--- src/design/hbe_pkg.sv ---
package hbe_pkg;
	// =====================================================
	// Widths
	localparam int unsigned EVT_W    = 5;
	localparam int unsigned CODE_W   = 4;
	localparam int unsigned SRC_W    = 16;
	localparam int unsigned OFF_W    = 48;
	localparam int unsigned RPT_W    = SRC_W + OFF_W;
	localparam int unsigned WORD_W   = 32;
	localparam int unsigned MODE_W   = 2;
	localparam int unsigned RX_N     = 2;
	localparam int unsigned PW_DEPTH_DEF = 3;

	// =====================================================
	// Context event codes
	localparam logic [EVT_W-1:0] EVT_NONE       = 5'h00;
	localparam logic [EVT_W-1:0] EVT_DATA_WRITE = 5'h01;
	localparam logic [EVT_W-1:0] EVT_OVERRUN    = 5'h02;

	// =====================================================
	// Serial bus ack and response codes
	localparam logic [CODE_W-1:0] ACK_COMPLETE  = 4'h1;
	localparam logic [CODE_W-1:0] ACK_PENDING   = 4'h2;
	localparam logic [CODE_W-1:0] ACK_BUSY      = 4'h4;
	localparam logic [CODE_W-1:0] ACK_DATA_ERR  = 4'hD;
	localparam logic [CODE_W-1:0] RESP_COMPLETE = 4'h0;
	localparam logic [CODE_W-1:0] RESP_DATA_ERR = 4'h5;

	// =====================================================
	// Receive context modes
	localparam logic [MODE_W-1:0] MODE_ASYNC = 2'h0;
	localparam logic [MODE_W-1:0] MODE_PPB   = 2'h1;
	localparam logic [MODE_W-1:0] MODE_BFILL = 2'h2;

	// =====================================================
	// Reset values
	localparam logic [WORD_W-1:0] PTR_RST = 32'h0000_0000;
	localparam logic [WORD_W-1:0] RPT_RST = 32'h0000_0000;

	typedef enum logic [2:0] {
		PR_IDLE = 3'b001,
		PR_SEND = 3'b010,
		PR_ACK  = 3'b100
	} hbe_pr_state_e;
endpackage

--- src/design/hbe_unit.sv ---
// Behaviour
// - Store-value write failure reports host-write-failure code.
// - Packet load waits until store-value write finishes.
// - Async receive write error halts, fatal, no irq.
// - Pointer keeps failing descriptor; input FIFO flushed.
// - Packet-per-buffer error sets code, discards packet rest.
// - Buffer-fill overrun backs packet out, discards rest.
// - Buffer-fill host error halts, fatal, pointer, flush.
// - First physical read failure answers resp_data_error.
// - Later physical read failure truncates the response.
// - Busy/data-error ack retries; host error retries resp_data_error.
// - Failed posted write sets flag, stays pending.
// - One report entry per outstanding posted write.
// - Queue full means no posting; ack pending.
// - Flag clear consumes report; next may follow.
// - Upper word source plus offset high; lower rest.
// - Failure queues report, raises flag, drops packet.
// - Queue advances as soon as flag clears.
// - Posting resumes after success or software retirement.
// - Flag repeats per head; silent once queue empty.
// - Without posting support never acknowledge as posted.
`timescale 1ns/10ps
module hbe_unit #(
	parameter int unsigned PW_DEPTH   = hbe_pkg::PW_DEPTH_DEF,
	parameter bit          PW_SUPPORT = 1'b1
)(
	input  logic                                    sys_clk,
	input  logic                                    reset,
	input  logic                                    it_store_req,
	input  logic                                    it_store_done,
	input  logic                                    it_store_err,
	input  logic                                    it_pkt_ready,
	output logic                                    it_fifo_load,
	output logic                                    it_abort,
	output logic [hbe_pkg::EVT_W-1:0]               it_event_code,
	input  logic [hbe_pkg::MODE_W-1:0]              ir_mode,
	input  logic [hbe_pkg::RX_N-1:0]                rx_host_err,
	input  logic [hbe_pkg::RX_N-1:0]                rx_overrun,
	input  logic [hbe_pkg::RX_N-1:0]                rx_pkt_end,
	input  logic [hbe_pkg::RX_N-1:0]                rx_xfer_done,
	input  logic [hbe_pkg::RX_N-1:0]                rx_desc_irq,
	input  logic [hbe_pkg::RX_N-1:0]                rx_resume,
	input  logic [hbe_pkg::RX_N-1:0][hbe_pkg::WORD_W-1:0] current_desc_addr,
	output logic [hbe_pkg::RX_N-1:0]                context_halted_flag,
	output logic [hbe_pkg::RX_N-1:0][hbe_pkg::EVT_W-1:0]  context_event_code,
	output logic [hbe_pkg::RX_N-1:0][hbe_pkg::WORD_W-1:0] descriptor_list_pointer,
	output logic [hbe_pkg::RX_N-1:0]                rx_flush_all,
	output logic [hbe_pkg::RX_N-1:0]                rx_discard_pkt,
	output logic [hbe_pkg::RX_N-1:0]                rx_backout,
	output logic [hbe_pkg::RX_N-1:0]                rx_status_upd,
	output logic [hbe_pkg::RX_N-1:0]                rx_ctx_irq,
	output logic                                    fatal_error_flag,
	input  logic                                    pr_start,
	input  logic                                    pr_rd_err,
	input  logic                                    pr_underrun,
	input  logic                                    pr_word_sent,
	input  logic                                    pr_pkt_end,
	input  logic                                    pr_ack_valid,
	input  logic [hbe_pkg::CODE_W-1:0]              pr_ack_code,
	input  logic [3:0]                              pr_max_retries,
	output logic [hbe_pkg::CODE_W-1:0]              pr_resp_code,
	output logic                                    pr_stop,
	output logic                                    pr_retry,
	output logic                                    pr_busy,
	input  logic                                    pw_enable,
	input  logic                                    pw_req,
	input  logic [hbe_pkg::SRC_W-1:0]               requester_node_ident,
	input  logic [hbe_pkg::OFF_W-1:0]               pw_dest_offset,
	input  logic                                    pw_wr_done,
	input  logic                                    pw_wr_fail,
	input  logic                                    pw_flag_clr,
	output logic                                    pw_ack_valid,
	output logic [hbe_pkg::CODE_W-1:0]              pw_ack_code,
	output logic                                    pw_drop_pkt,
	output logic                                    posted_fail_flag,
	output logic [hbe_pkg::WORD_W-1:0]              posted_fail_source_and_offset_upper,
	output logic [hbe_pkg::WORD_W-1:0]              posted_fail_offset_lower
);
	import hbe_pkg::*;

	localparam int unsigned CW = $clog2(PW_DEPTH + 1);

	typedef struct packed {
		logic              it_busy;
		logic              it_abort;
		logic [EVT_W-1:0]  it_evt;
		hbe_pr_state_e     pr_st;
		logic              pr_sent;
		logic              pr_hbe;
		logic              pr_stop;
		logic [CODE_W-1:0] pr_resp;
		logic [3:0]        pr_tries;
		logic              pr_retry;
		logic              pw_ack_v;
		logic [CODE_W-1:0] pw_ack;
		logic              pw_drop;
		logic              pw_flag;
		logic [WORD_W-1:0] rpt_hi;
		logic [WORD_W-1:0] rpt_lo;
	} hbe_top_s;

	hbe_top_s             st_r;
	hbe_top_s             st_nxt;
	logic [RX_N-1:0]      rx_fatal;
	logic [RPT_W-1:0]     fly_head;
	logic [RPT_W-1:0]     fail_head;
	logic [CW-1:0]        fly_cnt;
	logic [CW-1:0]        fail_cnt;
	logic                 fail_empty;
	logic [CW:0]          pw_total;
	logic                 pw_post;
	logic                 fail_pop;

	// =====================================================
	// Receive contexts: 0 is asynchronous, 1 isochronous
	for (genvar g = 0; g < RX_N; g++)
	begin : g_rx
		hbe_rxerr u_rx (
			.sys_clk           (sys_clk),
			.reset             (reset),
			.mode              ((g == 0) ? MODE_ASYNC : ir_mode),
			.host_err          (rx_host_err[g]),
			.overrun           (rx_overrun[g]),
			.pkt_end           (rx_pkt_end[g]),
			.xfer_done         (rx_xfer_done[g]),
			.desc_irq          (rx_desc_irq[g]),
			.resume            (rx_resume[g]),
			.current_desc_addr (current_desc_addr[g]),
			.halted            (context_halted_flag[g]),
			.event_code        (context_event_code[g]),
			.desc_ptr          (descriptor_list_pointer[g]),
			.flush_all         (rx_flush_all[g]),
			.discard_pkt       (rx_discard_pkt[g]),
			.backout           (rx_backout[g]),
			.status_upd        (rx_status_upd[g]),
			.fatal             (rx_fatal[g]),
			.ctx_irq           (rx_ctx_irq[g])
		);
	end

	assign fatal_error_flag = |rx_fatal;

	// =====================================================
	// Posted write queues: in flight and failed
	hbe_fifo #(.DEPTH(PW_DEPTH), .WIDTH(RPT_W)) u_fly (
		.sys_clk   (sys_clk),
		.reset     (reset),
		.push      (pw_post),
		.push_data ({requester_node_ident, pw_dest_offset}),
		.pop       (pw_wr_done || pw_wr_fail),
		.head      (fly_head),
		.count     (fly_cnt),
		.empty     (),
		.full      ()
	);

	hbe_fifo #(.DEPTH(PW_DEPTH), .WIDTH(RPT_W)) u_fail (
		.sys_clk   (sys_clk),
		.reset     (reset),
		.push      (pw_wr_fail),
		.push_data (fly_head),
		.pop       (fail_pop),
		.head      (fail_head),
		.count     (fail_cnt),
		.empty     (fail_empty),
		.full      ()
	);

	// A failed write keeps its slot until software retires it
	assign pw_total = {1'b0, fly_cnt} + {1'b0, fail_cnt};
	assign pw_post  = PW_SUPPORT && pw_enable && pw_req && (pw_total < (CW+1)'(PW_DEPTH));
	assign fail_pop = pw_flag_clr && st_r.pw_flag;

	// Handshake output: packet may be loaded once no store-value is open
	assign it_fifo_load = it_pkt_ready && !st_r.it_busy && !it_store_req;

	always_comb
	begin
		st_nxt = st_r;
		st_nxt.it_abort = 1'b0;
		st_nxt.pr_retry = 1'b0;
		st_nxt.pw_ack_v = 1'b0;
		st_nxt.pw_drop = 1'b0;

		// =====================================================
		// Isochronous transmit store-value write
		if (it_store_req)
			st_nxt.it_busy = 1'b1;
		else if (it_store_done || it_store_err)
			st_nxt.it_busy = 1'b0;
		if (it_store_err)
		begin
			st_nxt.it_evt = EVT_DATA_WRITE;
			st_nxt.it_abort = 1'b1;
		end
		else if (it_store_done)
			st_nxt.it_evt = EVT_NONE;

		// =====================================================
		// Physical read response
		case (st_r.pr_st)
			PR_IDLE:
			begin
				if (pr_start)
				begin
					st_nxt.pr_st = PR_SEND;
					st_nxt.pr_sent = 1'b0;
					st_nxt.pr_hbe = 1'b0;
					st_nxt.pr_stop = 1'b0;
					st_nxt.pr_resp = RESP_COMPLETE;
					st_nxt.pr_tries = '0;
				end
			end
			PR_SEND:
			begin
				if (pr_rd_err && !st_r.pr_stop)
				begin
					st_nxt.pr_hbe = 1'b1;
					st_nxt.pr_stop = 1'b1;
					if (!st_r.pr_sent)
						st_nxt.pr_resp = RESP_DATA_ERR;
				end
				else if (pr_underrun && st_r.pr_sent)
					st_nxt.pr_stop = 1'b1;
				if (pr_word_sent)
					st_nxt.pr_sent = 1'b1;
				if (pr_pkt_end)
					st_nxt.pr_st = PR_ACK;
			end
			PR_ACK:
			begin
				if (pr_ack_valid)
				begin
					if ((pr_ack_code == ACK_BUSY || pr_ack_code == ACK_DATA_ERR)
						&& st_r.pr_tries != pr_max_retries)
					begin
						st_nxt.pr_st = PR_SEND;
						st_nxt.pr_retry = 1'b1;
						st_nxt.pr_tries = st_r.pr_tries + 4'h1;
						st_nxt.pr_sent = 1'b0;
						st_nxt.pr_stop = st_r.pr_hbe;
						if (st_r.pr_hbe)
							st_nxt.pr_resp = RESP_DATA_ERR;
					end
					else
						st_nxt.pr_st = PR_IDLE;
				end
			end
			default:
				st_nxt.pr_st = PR_IDLE;
		endcase

		// =====================================================
		// Posted write acknowledge and failure report
		if (pw_req)
		begin
			st_nxt.pw_ack_v = 1'b1;
			st_nxt.pw_ack = pw_post ? ACK_COMPLETE : ACK_PENDING;
		end
		if (pw_wr_fail)
			st_nxt.pw_drop = 1'b1;
		// Clearing drops the flag for at least one cycle so software sees the edge
		if (st_r.pw_flag && pw_flag_clr)
			st_nxt.pw_flag = 1'b0;
		else if (!st_r.pw_flag && !fail_empty)
		begin
			st_nxt.pw_flag = 1'b1;
			st_nxt.rpt_hi = fail_head[RPT_W-1:WORD_W];
			st_nxt.rpt_lo = fail_head[WORD_W-1:0];
		end
	end

	always_ff @(posedge sys_clk or posedge reset)
		if (reset)
			st_r <= '{it_evt: EVT_NONE, pr_st: PR_IDLE, pr_resp: RESP_COMPLETE,
				pw_ack: ACK_PENDING, rpt_hi: RPT_RST, rpt_lo: RPT_RST, default: '0};
		else
			st_r <= st_nxt;

	assign it_abort      = st_r.it_abort;
	assign it_event_code = st_r.it_evt;
	assign pr_resp_code  = st_r.pr_resp;
	assign pr_stop       = st_r.pr_stop;
	assign pr_retry      = st_r.pr_retry;
	assign pr_busy       = (st_r.pr_st != PR_IDLE);
	assign pw_ack_valid  = st_r.pw_ack_v;
	assign pw_ack_code   = st_r.pw_ack;
	assign pw_drop_pkt   = st_r.pw_drop;
	assign posted_fail_flag = st_r.pw_flag;
	assign posted_fail_source_and_offset_upper = st_r.rpt_hi;
	assign posted_fail_offset_lower = st_r.rpt_lo;

	// =====================================================
	// Checks
	property p_it_code;
		@(posedge sys_clk) disable iff (reset)
		it_store_err |=> it_event_code == EVT_DATA_WRITE && it_abort;
	endproperty
	a_it_code: assert property (p_it_code) else $error("store error not reported");

	property p_it_gate;
		@(posedge sys_clk) disable iff (reset)
		it_store_req ##1 (!it_store_done && !it_store_err)[*2] |-> !it_fifo_load;
	endproperty
	a_it_gate: assert property (p_it_gate) else $error("load before store done");

	property p_pr_first;
		@(posedge sys_clk) disable iff (reset)
		st_r.pr_st == PR_SEND && pr_rd_err && !st_r.pr_sent && !st_r.pr_stop
		|=> pr_resp_code == RESP_DATA_ERR && pr_stop;
	endproperty
	a_pr_first: assert property (p_pr_first) else $error("no data error response");

	property p_pr_trunc;
		@(posedge sys_clk) disable iff (reset)
		st_r.pr_st == PR_SEND && pr_rd_err && st_r.pr_sent
		|=> pr_stop && pr_resp_code == $past(pr_resp_code);
	endproperty
	a_pr_trunc: assert property (p_pr_trunc) else $error("response not truncated");

	property p_pr_retry;
		@(posedge sys_clk) disable iff (reset)
		pr_retry && st_r.pr_hbe |-> pr_resp_code == RESP_DATA_ERR && pr_busy;
	endproperty
	a_pr_retry: assert property (p_pr_retry) else $error("retry kept data");

	property p_pw_limit;
		@(posedge sys_clk) disable iff (reset)
		pw_req && pw_total >= (CW+1)'(PW_DEPTH) |=> pw_ack_code == ACK_PENDING;
	endproperty
	a_pw_limit: assert property (p_pw_limit) else $error("posted beyond depth");

	property p_pw_none;
		@(posedge sys_clk) disable iff (reset)
		pw_req && !(PW_SUPPORT && pw_enable) |=> pw_ack_valid && pw_ack_code != ACK_COMPLETE;
	endproperty
	a_pw_none: assert property (p_pw_none) else $error("posted without support");

	property p_pw_flag;
		@(posedge sys_clk) disable iff (reset)
		posted_fail_flag && pw_flag_clr |=> !posted_fail_flag;
	endproperty
	a_pw_flag: assert property (p_pw_flag) else $error("flag set in clear cycle");

	property p_pw_report;
		@(posedge sys_clk) disable iff (reset)
		!posted_fail_flag && !fail_empty && !pw_flag_clr
		|=> posted_fail_flag && {posted_fail_source_and_offset_upper,
			posted_fail_offset_lower} == $past(fail_head);
	endproperty
	a_pw_report: assert property (p_pw_report) else $error("report not presented");

	property p_pw_empty;
		@(posedge sys_clk) disable iff (reset)
		posted_fail_flag |-> !fail_empty;
	endproperty
	a_pw_empty: assert property (p_pw_empty) else $error("flag with empty queue");

	c_pw_fail: cover property (@(posedge sys_clk) disable iff (reset) $rose(posted_fail_flag));
	c_pr_retry: cover property (@(posedge sys_clk) disable iff (reset) pr_retry && st_r.pr_hbe);
	c_rx_halt: cover property (@(posedge sys_clk) disable iff (reset) fatal_error_flag);
endmodule

--- src/design/hbe_fifo.sv ---
`timescale 1ns/10ps
module hbe_fifo #(
	parameter int unsigned DEPTH = 3,
	parameter int unsigned WIDTH = 64,
	localparam int unsigned CW = $clog2(DEPTH + 1),
	localparam int unsigned AW = (DEPTH > 1) ? $clog2(DEPTH) : 1
)(
	input  logic             sys_clk,
	input  logic             reset,
	input  logic             push,
	input  logic [WIDTH-1:0] push_data,
	input  logic             pop,
	output logic [WIDTH-1:0] head,
	output logic [CW-1:0]    count,
	output logic             empty,
	output logic             full
);
	typedef struct packed {
		logic [DEPTH-1:0][WIDTH-1:0] mem;
		logic [AW-1:0]               wp;
		logic [AW-1:0]               rp;
		logic [CW-1:0]               cnt;
	} hbe_fifo_s;

	hbe_fifo_s st_r;
	hbe_fifo_s st_nxt;
	logic      do_push;
	logic      do_pop;

	assign empty   = (st_r.cnt == '0);
	assign full    = (st_r.cnt == CW'(DEPTH));
	assign do_push = push && !full;
	assign do_pop  = pop && !empty;
	assign head    = st_r.mem[st_r.rp];
	assign count   = st_r.cnt;

	always_comb
	begin
		st_nxt = st_r;
		if (do_push)
		begin
			st_nxt.mem[st_r.wp] = push_data;
			st_nxt.wp = (st_r.wp == AW'(DEPTH - 1)) ? '0 : st_r.wp + 1'b1;
		end
		if (do_pop)
			st_nxt.rp = (st_r.rp == AW'(DEPTH - 1)) ? '0 : st_r.rp + 1'b1;
		st_nxt.cnt = st_r.cnt + CW'(do_push) - CW'(do_pop);
	end

	always_ff @(posedge sys_clk or posedge reset)
		if (reset)
			st_r <= '0;
		else
			st_r <= st_nxt;

	property p_fifo_bound;
		@(posedge sys_clk) disable iff (reset)
		full && push && !pop |=> $stable(st_r.cnt) && st_r.cnt == CW'(DEPTH);
	endproperty
	a_fifo_bound: assert property (p_fifo_bound) else $error("fifo overfilled");
endmodule

--- src/design/hbe_rxerr.sv ---
`timescale 1ns/10ps
module hbe_rxerr
	import hbe_pkg::*;
(
	input  logic                       sys_clk,
	input  logic                       reset,
	input  logic [hbe_pkg::MODE_W-1:0] mode,
	input  logic                       host_err,
	input  logic                       overrun,
	input  logic                       pkt_end,
	input  logic                       xfer_done,
	input  logic                       desc_irq,
	input  logic                       resume,
	input  logic [hbe_pkg::WORD_W-1:0] current_desc_addr,
	output logic                       halted,
	output logic [hbe_pkg::EVT_W-1:0]  event_code,
	output logic [hbe_pkg::WORD_W-1:0] desc_ptr,
	output logic                       flush_all,
	output logic                       discard_pkt,
	output logic                       backout,
	output logic                       status_upd,
	output logic                       fatal,
	output logic                       ctx_irq
);
	typedef struct packed {
		logic              halted;
		logic [EVT_W-1:0]  evt;
		logic [WORD_W-1:0] ptr;
		logic              flush;
		logic              discard;
		logic              backout;
		logic              status;
		logic              fatal;
		logic              irq;
	} hbe_rx_s;

	hbe_rx_s st_r;
	hbe_rx_s st_nxt;
	logic    live;

	// Error in the same cycle as a restart still counts
	assign live = !st_r.halted || resume;

	always_comb
	begin
		st_nxt = st_r;
		st_nxt.backout = 1'b0;
		st_nxt.status = 1'b0;
		st_nxt.fatal = 1'b0;
		st_nxt.irq = 1'b0;
		if (resume)
		begin
			st_nxt.halted = 1'b0;
			st_nxt.flush = 1'b0;
			st_nxt.evt = EVT_NONE;
		end
		if (pkt_end)
			st_nxt.discard = 1'b0;
		if (!st_r.halted)
			st_nxt.ptr = current_desc_addr;
		if (live && host_err && mode == MODE_PPB)
		begin
			st_nxt.evt = EVT_DATA_WRITE;
			st_nxt.status = 1'b1;
			st_nxt.discard = 1'b1;
		end
		else if (live && host_err)
		begin
			st_nxt.halted = 1'b1;
			st_nxt.evt = EVT_DATA_WRITE;
			st_nxt.fatal = 1'b1;
			st_nxt.ptr = current_desc_addr;
			st_nxt.flush = 1'b1;
		end
		else if (live && overrun && mode == MODE_PPB)
		begin
			st_nxt.evt = EVT_OVERRUN;
			st_nxt.status = 1'b1;
			st_nxt.discard = 1'b1;
		end
		else if (live && overrun && mode == MODE_BFILL)
		begin
			st_nxt.backout = 1'b1;
			st_nxt.discard = 1'b1;
		end
		else if (live && xfer_done && desc_irq)
			st_nxt.irq = 1'b1;
	end

	always_ff @(posedge sys_clk or posedge reset)
		if (reset)
			st_r <= '{halted: 1'b0, evt: EVT_NONE, ptr: PTR_RST, default: 1'b0};
		else
			st_r <= st_nxt;

	assign halted      = st_r.halted;
	assign event_code  = st_r.evt;
	assign desc_ptr    = st_r.ptr;
	assign flush_all   = st_r.flush;
	assign discard_pkt = st_r.discard;
	assign backout     = st_r.backout;
	assign status_upd  = st_r.status;
	assign fatal       = st_r.fatal;
	assign ctx_irq     = st_r.irq;

	property p_rx_halt;
		@(posedge sys_clk) disable iff (reset)
		!halted && host_err && mode != MODE_PPB
		|=> halted && fatal && !ctx_irq && event_code == EVT_DATA_WRITE && flush_all;
	endproperty
	a_rx_halt: assert property (p_rx_halt) else $error("rx error did not halt");

	property p_rx_ptr_hold;
		@(posedge sys_clk) disable iff (reset)
		halted && !resume |=> $stable(desc_ptr);
	endproperty
	a_rx_ptr_hold: assert property (p_rx_ptr_hold) else $error("pointer moved");

	property p_rx_backout;
		@(posedge sys_clk) disable iff (reset)
		!halted && overrun && !host_err && mode == MODE_BFILL
		|=> backout && !status_upd && discard_pkt;
	endproperty
	a_rx_backout: assert property (p_rx_backout) else $error("overrun not backed out");
endmodule

--- config.mk ---
export PLATFORM = sky130hd
export DESIGN_NAME = hbe_unit
export DESIGN_NICKNAME = d
export VERILOG_FILES = /design/src/design/hbe_pkg.sv /design/src/design/hbe_unit.sv /design/src/design/hbe_fifo.sv /design/src/design/hbe_rxerr.sv
export SDC_FILE = /design/constraint.sdc
export NUM_CORES = 1
export LEC_CHECK = 0
export ABC_CLOCK_PERIOD_IN_PS = 19140
export BUFFER_PORTS_ARGS = -buffer_cell sky130_fd_sc_hd__buf_2
export CAP_MARGIN = 10
export CORE_MARGIN = 1.5
export CORE_UTILIZATION = 25
export DETAILED_ROUTE_END_ITERATION = 12
export GPL_TIMING_DRIVEN = 0
export PLACE_DENSITY = 0.47
export SLEW_MARGIN = 0
export SYNTH_ARGS = -nofsm -noshare
export SYNTH_HDL_FRONTEND = slang
export SYNTH_SLANG_ARGS = --single-unit
--- constraint.sdc ---
create_clock -name sys_clk -period 19.14 [get_ports sys_clk]
set_input_delay 0 -clock sys_clk [delete_from_list [all_inputs] [get_ports sys_clk]]
set_output_delay 0 -clock sys_clk [all_outputs]
set_load 0.1 [all_outputs]
==> results of run 1 <==
## path summary, 6_finish.rpt
kind	start	end	slack, ns	cells after the start
max	u_fail.count[0]	u_fly.st_r[49]	16.34	9
min	ir_mode[1]	g_rx[1].u_rx.event_code[0]	0.07	5
max reg2reg	u_fail.count[0]	u_fly.st_r[49]	16.34	9
min reg2reg	u_fail.st_r[148]	u_fail.st_r[148]	0.47	2
max in group asynchronous	reset	u_fail.st_r[11]	16.62	7
min in group asynchronous	reset	g_rx[0].u_rx.fatal	0.66	4
## area by class of cell
type / count / area, um^2
Inverter: 15 / 68.8
Clock buffer: 106 / 2120
Fill cell: 9854 / 64900
Timing Repair Buffer: 493 / 3430
Multi-Input combinational cell: 1313 / 8950
Buffer: 226 / 1490
Clock inverter: 17 / 124
Antenna cell: 2 / 5.00
Tap cell: 1276 / 1600
Sequential cell: 556 / 13900
## cell usage after synthesis, types with 3 or more instances
master      n
buf_4     107
clkbuf_1   37
a21oi_1   195
mux2_1     47
nand3b_1    3
xor2_1      5
buf_1      27
mux2_4    109
inv_1      13
buf_2      37
mux2_2    102
a21o_1      5
ha_1        6
buf_6      11
nand2_1   229
buf_12      6
xnor2_1     6
mux2i_1   130
o21ai_1    10
nor2_1    207
nor2b_1     9
dfrtp_1   554
o21ai_0   189
nand2b_1    5
## kinds of logic (layout without fill, tap and decap cells)
group / after synthesis / count (layout) / synth area share, %
AO/OA/AOI/OAI: 417 / 417 / 8.85
XOR/XNOR: 11 / 11 / 0.396
adder cells (fa/ha/maj): 7 / 7 / 0.391
buffers and inverters: 241 / 857 / 6.36
flip-flops: 556 / 556 / 57.2
multiplexers: 388 / 388 / 19.0
other: 1 / 20 / 0.0154
AND/OR/NAND/NOR: 472 / 472 / 7.87
## metal layers
| layer | track usage (%) | up-vias | share of wire [%] | routed length, um |
|---|---|---|---|---|
| li1 | - | 8180 | - | - |
| met1 | 18.2 | 8273 | 45 | 31500 |
| met2 | 23.4 | 403 | 48 | 33300 |
| met3 | 2.39 | 91 | 4.8 | 3360 |
| met4 | 4.31 | 2 | 2.2 | 1500 |
| met5 | 0 | - | 0.014 | 10 |
## power by group through the flow
stage,Combinational (mW),Sequential (mW),Clock (mW)
finish,2.35,1.94,1.30
global route,2.56,2.01,1.40
CTS,2.39,1.95,1.35
detailed placement,2.35,1.96,0
global placement,2.32,1.96,0
floorplan,1.66,2.04,0
## worst max-delay path: stages (launching register included)
cell and delay, ns:
dfrtp_1 0.47, ha_1 0.24, fa_1 0.44, nand2_1 0.12, and4b_4 0.27, nand2_4 0.08
nor3_2 0.13, buf_4 0.33, buf_6 0.24, mux2_2 0.35
## layout by cell type, fill, tap and decap left out, types with 6 or more instances in the layout
master / n
mux2i_1: 130
o21ai_0: 189
clkbuf_16: 73
conb_1: 18
nor2_1: 207
mux2_2: 102
a21oi_1: 195
clkbuf_8: 17
dlygate4sd3_1: 170
clkbuf_1: 53
o21ai_1: 10
clkinv_2: 12
dfrtp_1: 554
mux2_4: 109
buf_6: 11
buf_12: 6
buf_2: 355
nand2_1: 229
inv_1: 12
buf_4: 107
buf_1: 27
ha_1: 6
mux2_1: 47
nor2b_1: 9
xnor2_1: 6
## sequential cells by signal (all words and copies together), names as in the netlist, 2 cells and up
| name | cells |
|---|---|
| g_rx.u_rx.desc_ptr | 64 |
| posted_fail_offset_lower | 32 |
| pw_ack_code | 2 |
| u_fly.st_r | 196 |
| u_fly.count | 2 |
| g_rx.u_rx.ctx_irq | 2 |
| u_fail.st_r | 196 |
| g_rx.u_rx.fatal | 2 |
| posted_fail_source_and_offset_upper | 32 |
| g_rx.u_rx.event_code | 3 |
| u_fail.count | 2 |
| st_r | 10 |
## per-stage QoR
step           hold WS (ns)  cell area (um^2)
4_1_cts              0.0300             31700
6_report             0.0699             31700
3_3_place_gp          0.141             27600
2_1_floorplan        0.0314             24400
3_5_place_dp          0.114             27700
5_1_grt              0.0763             31700
==> run summary, run 1 <==
DR vias/cell -> 4.23
Sequential Power Share -> 34.8%
core area -> 96,600 um^2
Core Util, Final -> 32.8%
Psw -> 2.32 mW
Residual DRC -> 0
clk_skew -> 0.0150 ns
slack of the critical path -> 16.34 ns
CTS H-tree depth -> 3
final hold vios -> 0
vias in the first global route -> 17,425
Initial DRC Count -> 703
CTS clk-pin slew, worst paths -> 0.05 ns
Max-Cap Viols -> 0
CTS tree -> yes
# IOs -> 339
Setup CP Type -> reg -> reg
clock buffer count from CTS -> 70
Power Density -> 176 nW/um^2
clock period minus worst slack -> 2.80 ns
first-pass GRT wire length -> 106,000 um
Max Freq -> 357 MHz
largest net degree at the start of global routing -> 108
Routability Congestion -> 0.767
Crit Path Max Fanout -> 10
total grt overflow -> 0
Slew headroom -> 28.2%
Pwr Total -> 5.59 mW
Root Driver -> clkbuf_16
async set-reset flop share out of synthesis -> 100%
Place WS -> 16.32 ns
clock sink total -> 556
Clk pwr share -> 23.2%
Slew @ Worst Pin -> 1.08 ns
#FFs+latches synth -> 556
routed length per instance -> 17.4 um
Final Max Slew Viols -> 0
Critical Path Sink Type -> flip-flop
internal power -> 3.27 mW
area share of the largest cell type after synthesis -> 56.9%
worst min path class -> in -> reg
fraction of layout cells with a size suffix above 1 -> 29.9%
DRT Pass-1 Iters -> 5
worst-skew pair later-pin latency -> 0.60 ns
Data required, critical path -> 19.61 ns
status -> complete, no violations
CTS resizes -> 0
Synth Instances -> 2,093
dpl hpwl -> 48,100 um
Post-Layout Cell Count -> 4,004
DP Cell Count -> 3,709
maximum vdd drop -> 72.9 uV
Sum Neg Setup Slack -> 0 ns
Arr. time, crit path -> 3.28 ns
Die Ht -> 315 um
CTS Hold Bufs -> 170
period utilisation layout -> 14.6%
routed wire length -> 69,700 um
Top FF cell, synth -> dfrtp_1
Cell Area, Synth -> 24,300 um^2
switching share of total power -> 41.5%
die area -> 99,300 um^2
Syn. warnings -> 0
Worst setup SP type -> flip-flop
nets -> 2,849
RSZ-0062 raised after global routing -> no
post-CTS setup buffers -> 0
Die X -> 315 um
Comb power frac -> 42.0%
Synth area leaders -> dfrtp_1 (57%), mux2_4 (6.7%), mux2i_1 (5.3%)
Pleak -> 15.1 nW
initial antenna violation count -> 4
row count -> 114
Port-buffer cells -> 318
synth-to-layout area growth -> 30.2%
clk buf depth -> 3
post-synthesis sequential area ratio -> 57.2%
setup violators final -> 0
Syn Area/Cell -> 11.6 um^2
number of enable flip-flop cells after synthesis -> 0
DR vias -> 16,949
antenna viol nets, final -> 0
Yosys top cell by area -> dfrtp_1
post-synth cell types -> 57
gr usage total -> 13.9%
Initial Utilization -> 25.2%
Note: power is estimated with default switching activity, not from simulation.
==> inputs of run 2 (changes only) <==
--- a/config.mk
+++ b/config.mk
@@ -5,14 +5,14 @@
 export SDC_FILE = /design/constraint.sdc
 export NUM_CORES = 1
 export LEC_CHECK = 0
-export ABC_CLOCK_PERIOD_IN_PS = 19140
+export ABC_CLOCK_PERIOD_IN_PS = 2500
 export BUFFER_PORTS_ARGS = -buffer_cell sky130_fd_sc_hd__buf_2
 export CAP_MARGIN = 10
 export CORE_MARGIN = 1.5
 export CORE_UTILIZATION = 25
 export DETAILED_ROUTE_END_ITERATION = 12
 export GPL_TIMING_DRIVEN = 0
-export PLACE_DENSITY = 0.47
+export PLACE_DENSITY = 0.49
 export SLEW_MARGIN = 0
 export SYNTH_ARGS = -nofsm -noshare
 export SYNTH_HDL_FRONTEND = slang
==> constraint.sdc (replaced) <==
create_clock -name sys_clk -period 2.5 [get_ports sys_clk]
set_input_delay 0 -clock sys_clk [delete_from_list [all_inputs] [get_ports sys_clk]]
set_output_delay 0 -clock sys_clk [all_outputs]
set_load 0.1 [all_outputs]
==> run 2 against run 1 <==
Effect of this change:
- the flow now finishes with violations (setup timing)
- via count grew 1.5%
- global-route usage is essentially flat
- critical path depth grew 1
- die area is the same
- worst setup slack lost 16 ns
- power grew to 7.8 times the previous value
- clock power grew to 7.8 times the previous value
- sequential power grew to 7.7 times the previous value
- critical path type unchanged
==> run summary, run 2 (synthesis gave the netlist of run 1 again) <==
vias in the first global route -> 17,764
Sum Neg Setup Slack -> -0.782 ns
clock sink total -> 556
CTS tree -> yes
Power Density -> 1350 nW/um^2
Pwr Total -> 43.8 mW
RSZ-0062 raised after global routing -> yes
clock buffer count from CTS -> 69
routed length per instance -> 17.3 um
core area -> 96,600 um^2
routed wire length -> 70,000 um
CP max stage cell -> dfrtp_2
DR vias -> 17,200
Port-buffer cells -> 318
DP Cell Count -> 3,721
CP most frequent cell -> buf_12
first-pass GRT wire length -> 107,000 um
Placed Area -> 27,900 um^2
dpl hpwl -> 48,900 um
Max Freq -> 393 MHz
Place WS -> -0.262 ns
Final Max Slew Viols -> 0
Initial Utilization -> 25.2%
min-delay src -> pr_ack_code[3]
Root Driver -> clkbuf_16
Crit Path Max Fanout -> 5
status -> finished, violations left
row count -> 114
Top delay family on crit path -> adder cells
Post-Layout Cell Count -> 4,042
CTS H-tree depth -> 3
Pleak -> 15.5 nW
Core Util, Final -> 33.7%
Critical Path Sink Type -> flip-flop
Die Ht -> 315 um
clock period minus worst slack -> 2.54 ns
Arr. time, crit path -> 3.04 ns
Data required, critical path -> 2.99 ns
Residual DRC -> 0
Sequential Power Share -> 34.0%
commonest non-fill, non-tap cell in the layout -> dfrtp_1
antenna viol nets, final -> 0
clk buf depth -> 3
Initial DRC Count -> 623
worst-skew pair later-pin latency -> 0.62 ns
largest net degree at the start of global routing -> 41
CP startpoint -> u_fail.count[0]
CTS clk-pin slew, worst paths -> 0.06 ns
synth-to-layout area growth -> 33.5%
Max-Cap Viols -> 0
commonest non-fill, non-tap cells in the layout -> dfrtp_1 (553), buf_2 (352), nand2_1 (229)
total grt overflow -> 0
Setup CP Type -> reg -> reg
maximum vdd drop -> 553 uV
final hold vios -> 0
clk_skew -> 0.0171 ns
critical path, cell by cell -> ha_4, fa_1, nand2_1, and4b_4, nand2_4, nor3_4, buf_12, buf_12, clkbuf_16, mux2_1
Worst setup SP type -> flip-flop
worst hold slack -> 0.0545 ns
Slew headroom -> 52.2%
Psw -> 18.0 mW
Routability Congestion -> 0.748
worst min path class -> in -> reg
DR vias/cell -> 4.26
Buf/Inv on CP -> 3
setup violators final -> 43
Slew @ Worst Pin -> 0.718 ns
slack of the critical path -> -0.0440 ns
Worst path max stage delay -> 0.44 ns
Die X -> 315 um
final instance area -> 32,500 um^2
Worst R2R Start -> u_fail.count[0]
DRT Pass-1 Iters -> 4
Clk pwr share -> 23.1%
die area -> 99,300 um^2
initial antenna violation count -> 7
failing checks -> setup timing
gr usage total -> 13.9%
nets -> 2,885
# IOs -> 339
internal power -> 25.8 mW
switching share of total power -> 41.1%
fraction of layout cells with a size suffix above 1 -> 31.8%
Comb power frac -> 42.8%
period utilisation layout -> 102%
run 2: what timing repair did:
action                                  in CTS  in global routing
cloned                                       2                  3
endpoints found under the hold margin      408                  0
pin swaps                                    1                  2
hold buffers                               168                  0
endpoints found under the setup margin     194                208
setup buffers                               21                  3
gates resized for setup                     41                 32
run 2: worst paths after layout:
check / endpoint / slack (ns) / cells past startpoint
min in group asynchronous: g_rx[1].u_rx.desc_ptr[15] / 0.58 / 4
max in group asynchronous: u_fly.st_r[7] / 0.37 / 9
worst max register to register: u_fly.st_r[41] / -0.04 / 10
worst max-delay path: u_fly.st_r[41] / -0.04 / 10
worst min register to register: u_fail.st_r[147] / 0.48 / 2
worst min-delay path: pr_stop / 0.05 / 5
run 2: final cells by class:
cell class,instances,area (um^2)
Tap cell,1276,1600
Multi-Input combinational cell,1313,9060
Clock buffer,95,1990
Inverter,15,67.6
Sequential cell,556,13900
Antenna cell,2,5.00
Clock inverter,29,317
Timing Repair Buffer,530,3940
Buffer,226,1630
Fill cell,9789,64100
run 2: worst register-to-register path: cells and delay by family, from the launching register on:
kind	cells	cell delay, ns
AND/OR/NAND/NOR	4	0.60
buffers and inverters	3	0.49
adder cells (fa/ha/maj)	2	0.60
multiplexers	1	0.31
flip-flops	1	0.44
run 2: power by group through the flow:
| stage | Clock [mW] | Sequential, mW | Combinational (mW) |
|---|---|---|---|
| finish | 10.1 | 14.9 | 18.8 |
| global route | 10.9 | 15.4 | 20.5 |
| CTS | 10.5 | 14.9 | 18.8 |
| detailed placement | 0 | 15.0 | 18.0 |
| global placement | 0 | 15.0 | 17.7 |
| floorplan | 0 | 15.6 | 12.7 |
run 2: routing by layer:
metal  up-vias  routed length [um]  track usage, %
met5         -                  55               0
met4         8                1810            4.87
met3       106                3080            2.55
met2       375               33100            23.1
met1      8437               32000            18.1
li1       8274                   -               -
==> inputs of run 3 (changes only) <==
--- a/config.mk
+++ b/config.mk
@@ -5,14 +5,14 @@
 export SDC_FILE = /design/constraint.sdc
 export NUM_CORES = 1
 export LEC_CHECK = 0
-export ABC_CLOCK_PERIOD_IN_PS = 2500
+export ABC_CLOCK_PERIOD_IN_PS = 3200
 export BUFFER_PORTS_ARGS = -buffer_cell sky130_fd_sc_hd__buf_2
 export CAP_MARGIN = 10
 export CORE_MARGIN = 1.5
 export CORE_UTILIZATION = 25
 export DETAILED_ROUTE_END_ITERATION = 12
 export GPL_TIMING_DRIVEN = 0
-export PLACE_DENSITY = 0.49
+export PLACE_DENSITY = 0.47
 export SLEW_MARGIN = 0
 export SYNTH_ARGS = -nofsm -noshare
 export SYNTH_HDL_FRONTEND = slang
==> constraint.sdc (replaced) <==
create_clock -name sys_clk -period 3.2 [get_ports sys_clk]
set_input_delay 0 -clock sys_clk [delete_from_list [all_inputs] [get_ports sys_clk]]
set_output_delay 0 -clock sys_clk [all_outputs]
set_load 0.1 [all_outputs]
==> run 3 against run 2 <==
Effect of this change:
- the flow now finishes without violations
- critical path depth fell by 1
- non-clock buffer count fell by 26
- clock skew rose by 0.011 ns
- die area did not move
- worst hold slack got worse by 0.00093 ns
- routed wire length fell by 0.51%
- clock power fell by 21%
- sequential power fell by 22%
- design area fell by 1.7%
- count of clock-buffer cells in the layout rose by 6
- power fell by 23%
- core utilization fell by 0.57 points
- largest power group unchanged
==> run summary, run 3 (synthesis gave the netlist of run 1 again) <==
Max Freq -> 362 MHz
Die Ht -> 315 um
Slew headroom -> 33.0%
routed length per instance -> 17.3 um
Core Util, Final -> 33.1%
hold path endpoint -> it_abort
CTS Hold Bufs -> 169
largest net degree at the start of global routing -> 40
Pleak -> 15.2 nW
clk_skew -> 0.0279 ns
Routability Congestion -> 0.732
min-delay src -> it_store_err
Residual DRC -> 0
DR vias/cell -> 4.25
clock buffer count from CTS -> 70
critical path, cell by cell -> ha_1, fa_1, nand2_1, and4b_4, nand2_4, nor3_2, buf_4, buf_6, mux2_2
Slew @ Worst Pin -> 1.00 ns
die area -> 99,300 um^2
nets -> 2,860
first-pass GRT wire length -> 108,000 um
Worst R2R Start -> u_fail.count[0]
Hold Path Stages -> 2
gr usage total -> 14.0%
Final Max Slew Viols -> 0
commonest non-fill, non-tap cells in the layout -> dfrtp_1 (554), buf_2 (355), nand2_1 (229)
Worst setup SP type -> flip-flop
Max-Cap Viols -> 0
period utilisation layout -> 86.3%
Crit Path Max Fanout -> 10
Buf/Inv on CP -> 2
worst-skew pair later-pin latency -> 0.63 ns
Port-buffer cells -> 318
routed wire length -> 69,600 um
Power Density -> 1050 nW/um^2
row count -> 114
DR vias -> 17,067
status -> complete, no violations
final hold vios -> 0
Critical Path Sink Type -> flip-flop
clk buf depth -> 3
# IOs -> 339
Root Driver -> clkbuf_16
CTS tree -> yes
worst r2r dst -> u_fly.st_r[47]
Initial DRC Count -> 638
total grt overflow -> 0
Worst R2R Path Depth -> 9
Die X -> 315 um
maximum vdd drop -> 602 uV
fraction of layout cells with a size suffix above 1 -> 30.3%
vias in the first global route -> 18,069
DRT Pass-1 Iters -> 5
initial antenna violation count -> 5
CP max stage cell -> dfrtp_1
core area -> 96,600 um^2
synth-to-layout area growth -> 31.3%
post-CTS setup buffers -> 0
worst min path class -> in -> reg
RSZ-0062 raised after global routing -> no
slack of the critical path -> 0.439 ns
clock period minus worst slack -> 2.76 ns
Place WS -> 0.391 ns
CTS resizes -> 0
Initial Utilization -> 25.2%
CTS clk-pin slew, worst paths -> 0.06 ns
Arr. time, crit path -> 3.26 ns
Data required, critical path -> 3.70 ns
dpl hpwl -> 49,200 um
CTS H-tree depth -> 3
antenna viol nets, final -> 0
setup violators final -> 0
commonest non-fill, non-tap cell in the layout -> dfrtp_1
Worst path max stage delay -> 0.47 ns
Top delay family on crit path -> adder cells
reg2reg setup slack -> 0.44 ns
Setup CP Type -> reg -> reg
clock sink total -> 556
## run 3: layout make-up
class / count / area, um^2
tap: 1276 / 1600
fill: 9833 / 64600
multi-input combinational: 1313 / 8950
sequential: 556 / 13900
clock buffer: 101 / 2030
timing repair buffer: 504 / 3630
buffer: 226 / 1490
inverter: 15 / 65.1
antenna: 2 / 5.00
clock inverter: 24 / 283
## run 3: report_power, final
group          switching, mW  total [mW]  internal, mW
logic                   9.11        14.0          4.90
registers               1.63        11.6          10.0
clock network           3.24        7.93          4.70
total                   14.0        33.6          19.6
## run 3: metrics by stage
step	instances	area (um^2)	power [mW]	TNS, ns	hold slack (ns)
final	4017	32000	33.6	0	0.0535
after global routing	4016	32000	35.8	0	0.0461
after CTS	4015	32000	34.1	0	0.0129
after detailed placement	3721	28000	25.8	0	0.146
after global placement	3704	27600	25.6	-4675.89	0.140
after floorplan	2110	24400	22.1	-2423.33	0.0314
## run 3: worst max-delay path by stage
stage               startpoint                   end  slack (ns)  cells after the start
2_1_floorplan            reset  g_rx[0].u_rx.ctx_irq       -4.37                      1
3_3_place_gp             reset        u_fly.st_r[57]       -8.51                      2
3_5_place_dp   u_fail.count[0]        u_fly.st_r[47]        0.39                      9
4_1_cts        u_fail.count[0]        u_fly.st_r[47]        0.36                      9
5_1_grt        u_fail.count[0]        u_fly.st_r[52]        0.31                      9
6_report       u_fail.count[0]        u_fly.st_r[47]        0.44                      9
## run 3: routing by layer
layer / track usage, % / up-vias / wire [um]
li1: - / 8233 / -
met1: 18.0 / 8357 / 31200
met2: 23.8 / 370 / 33700
met3: 2.41 / 101 / 2990
met4: 4.48 / 6 / 1770
met5: 0 / - / 34
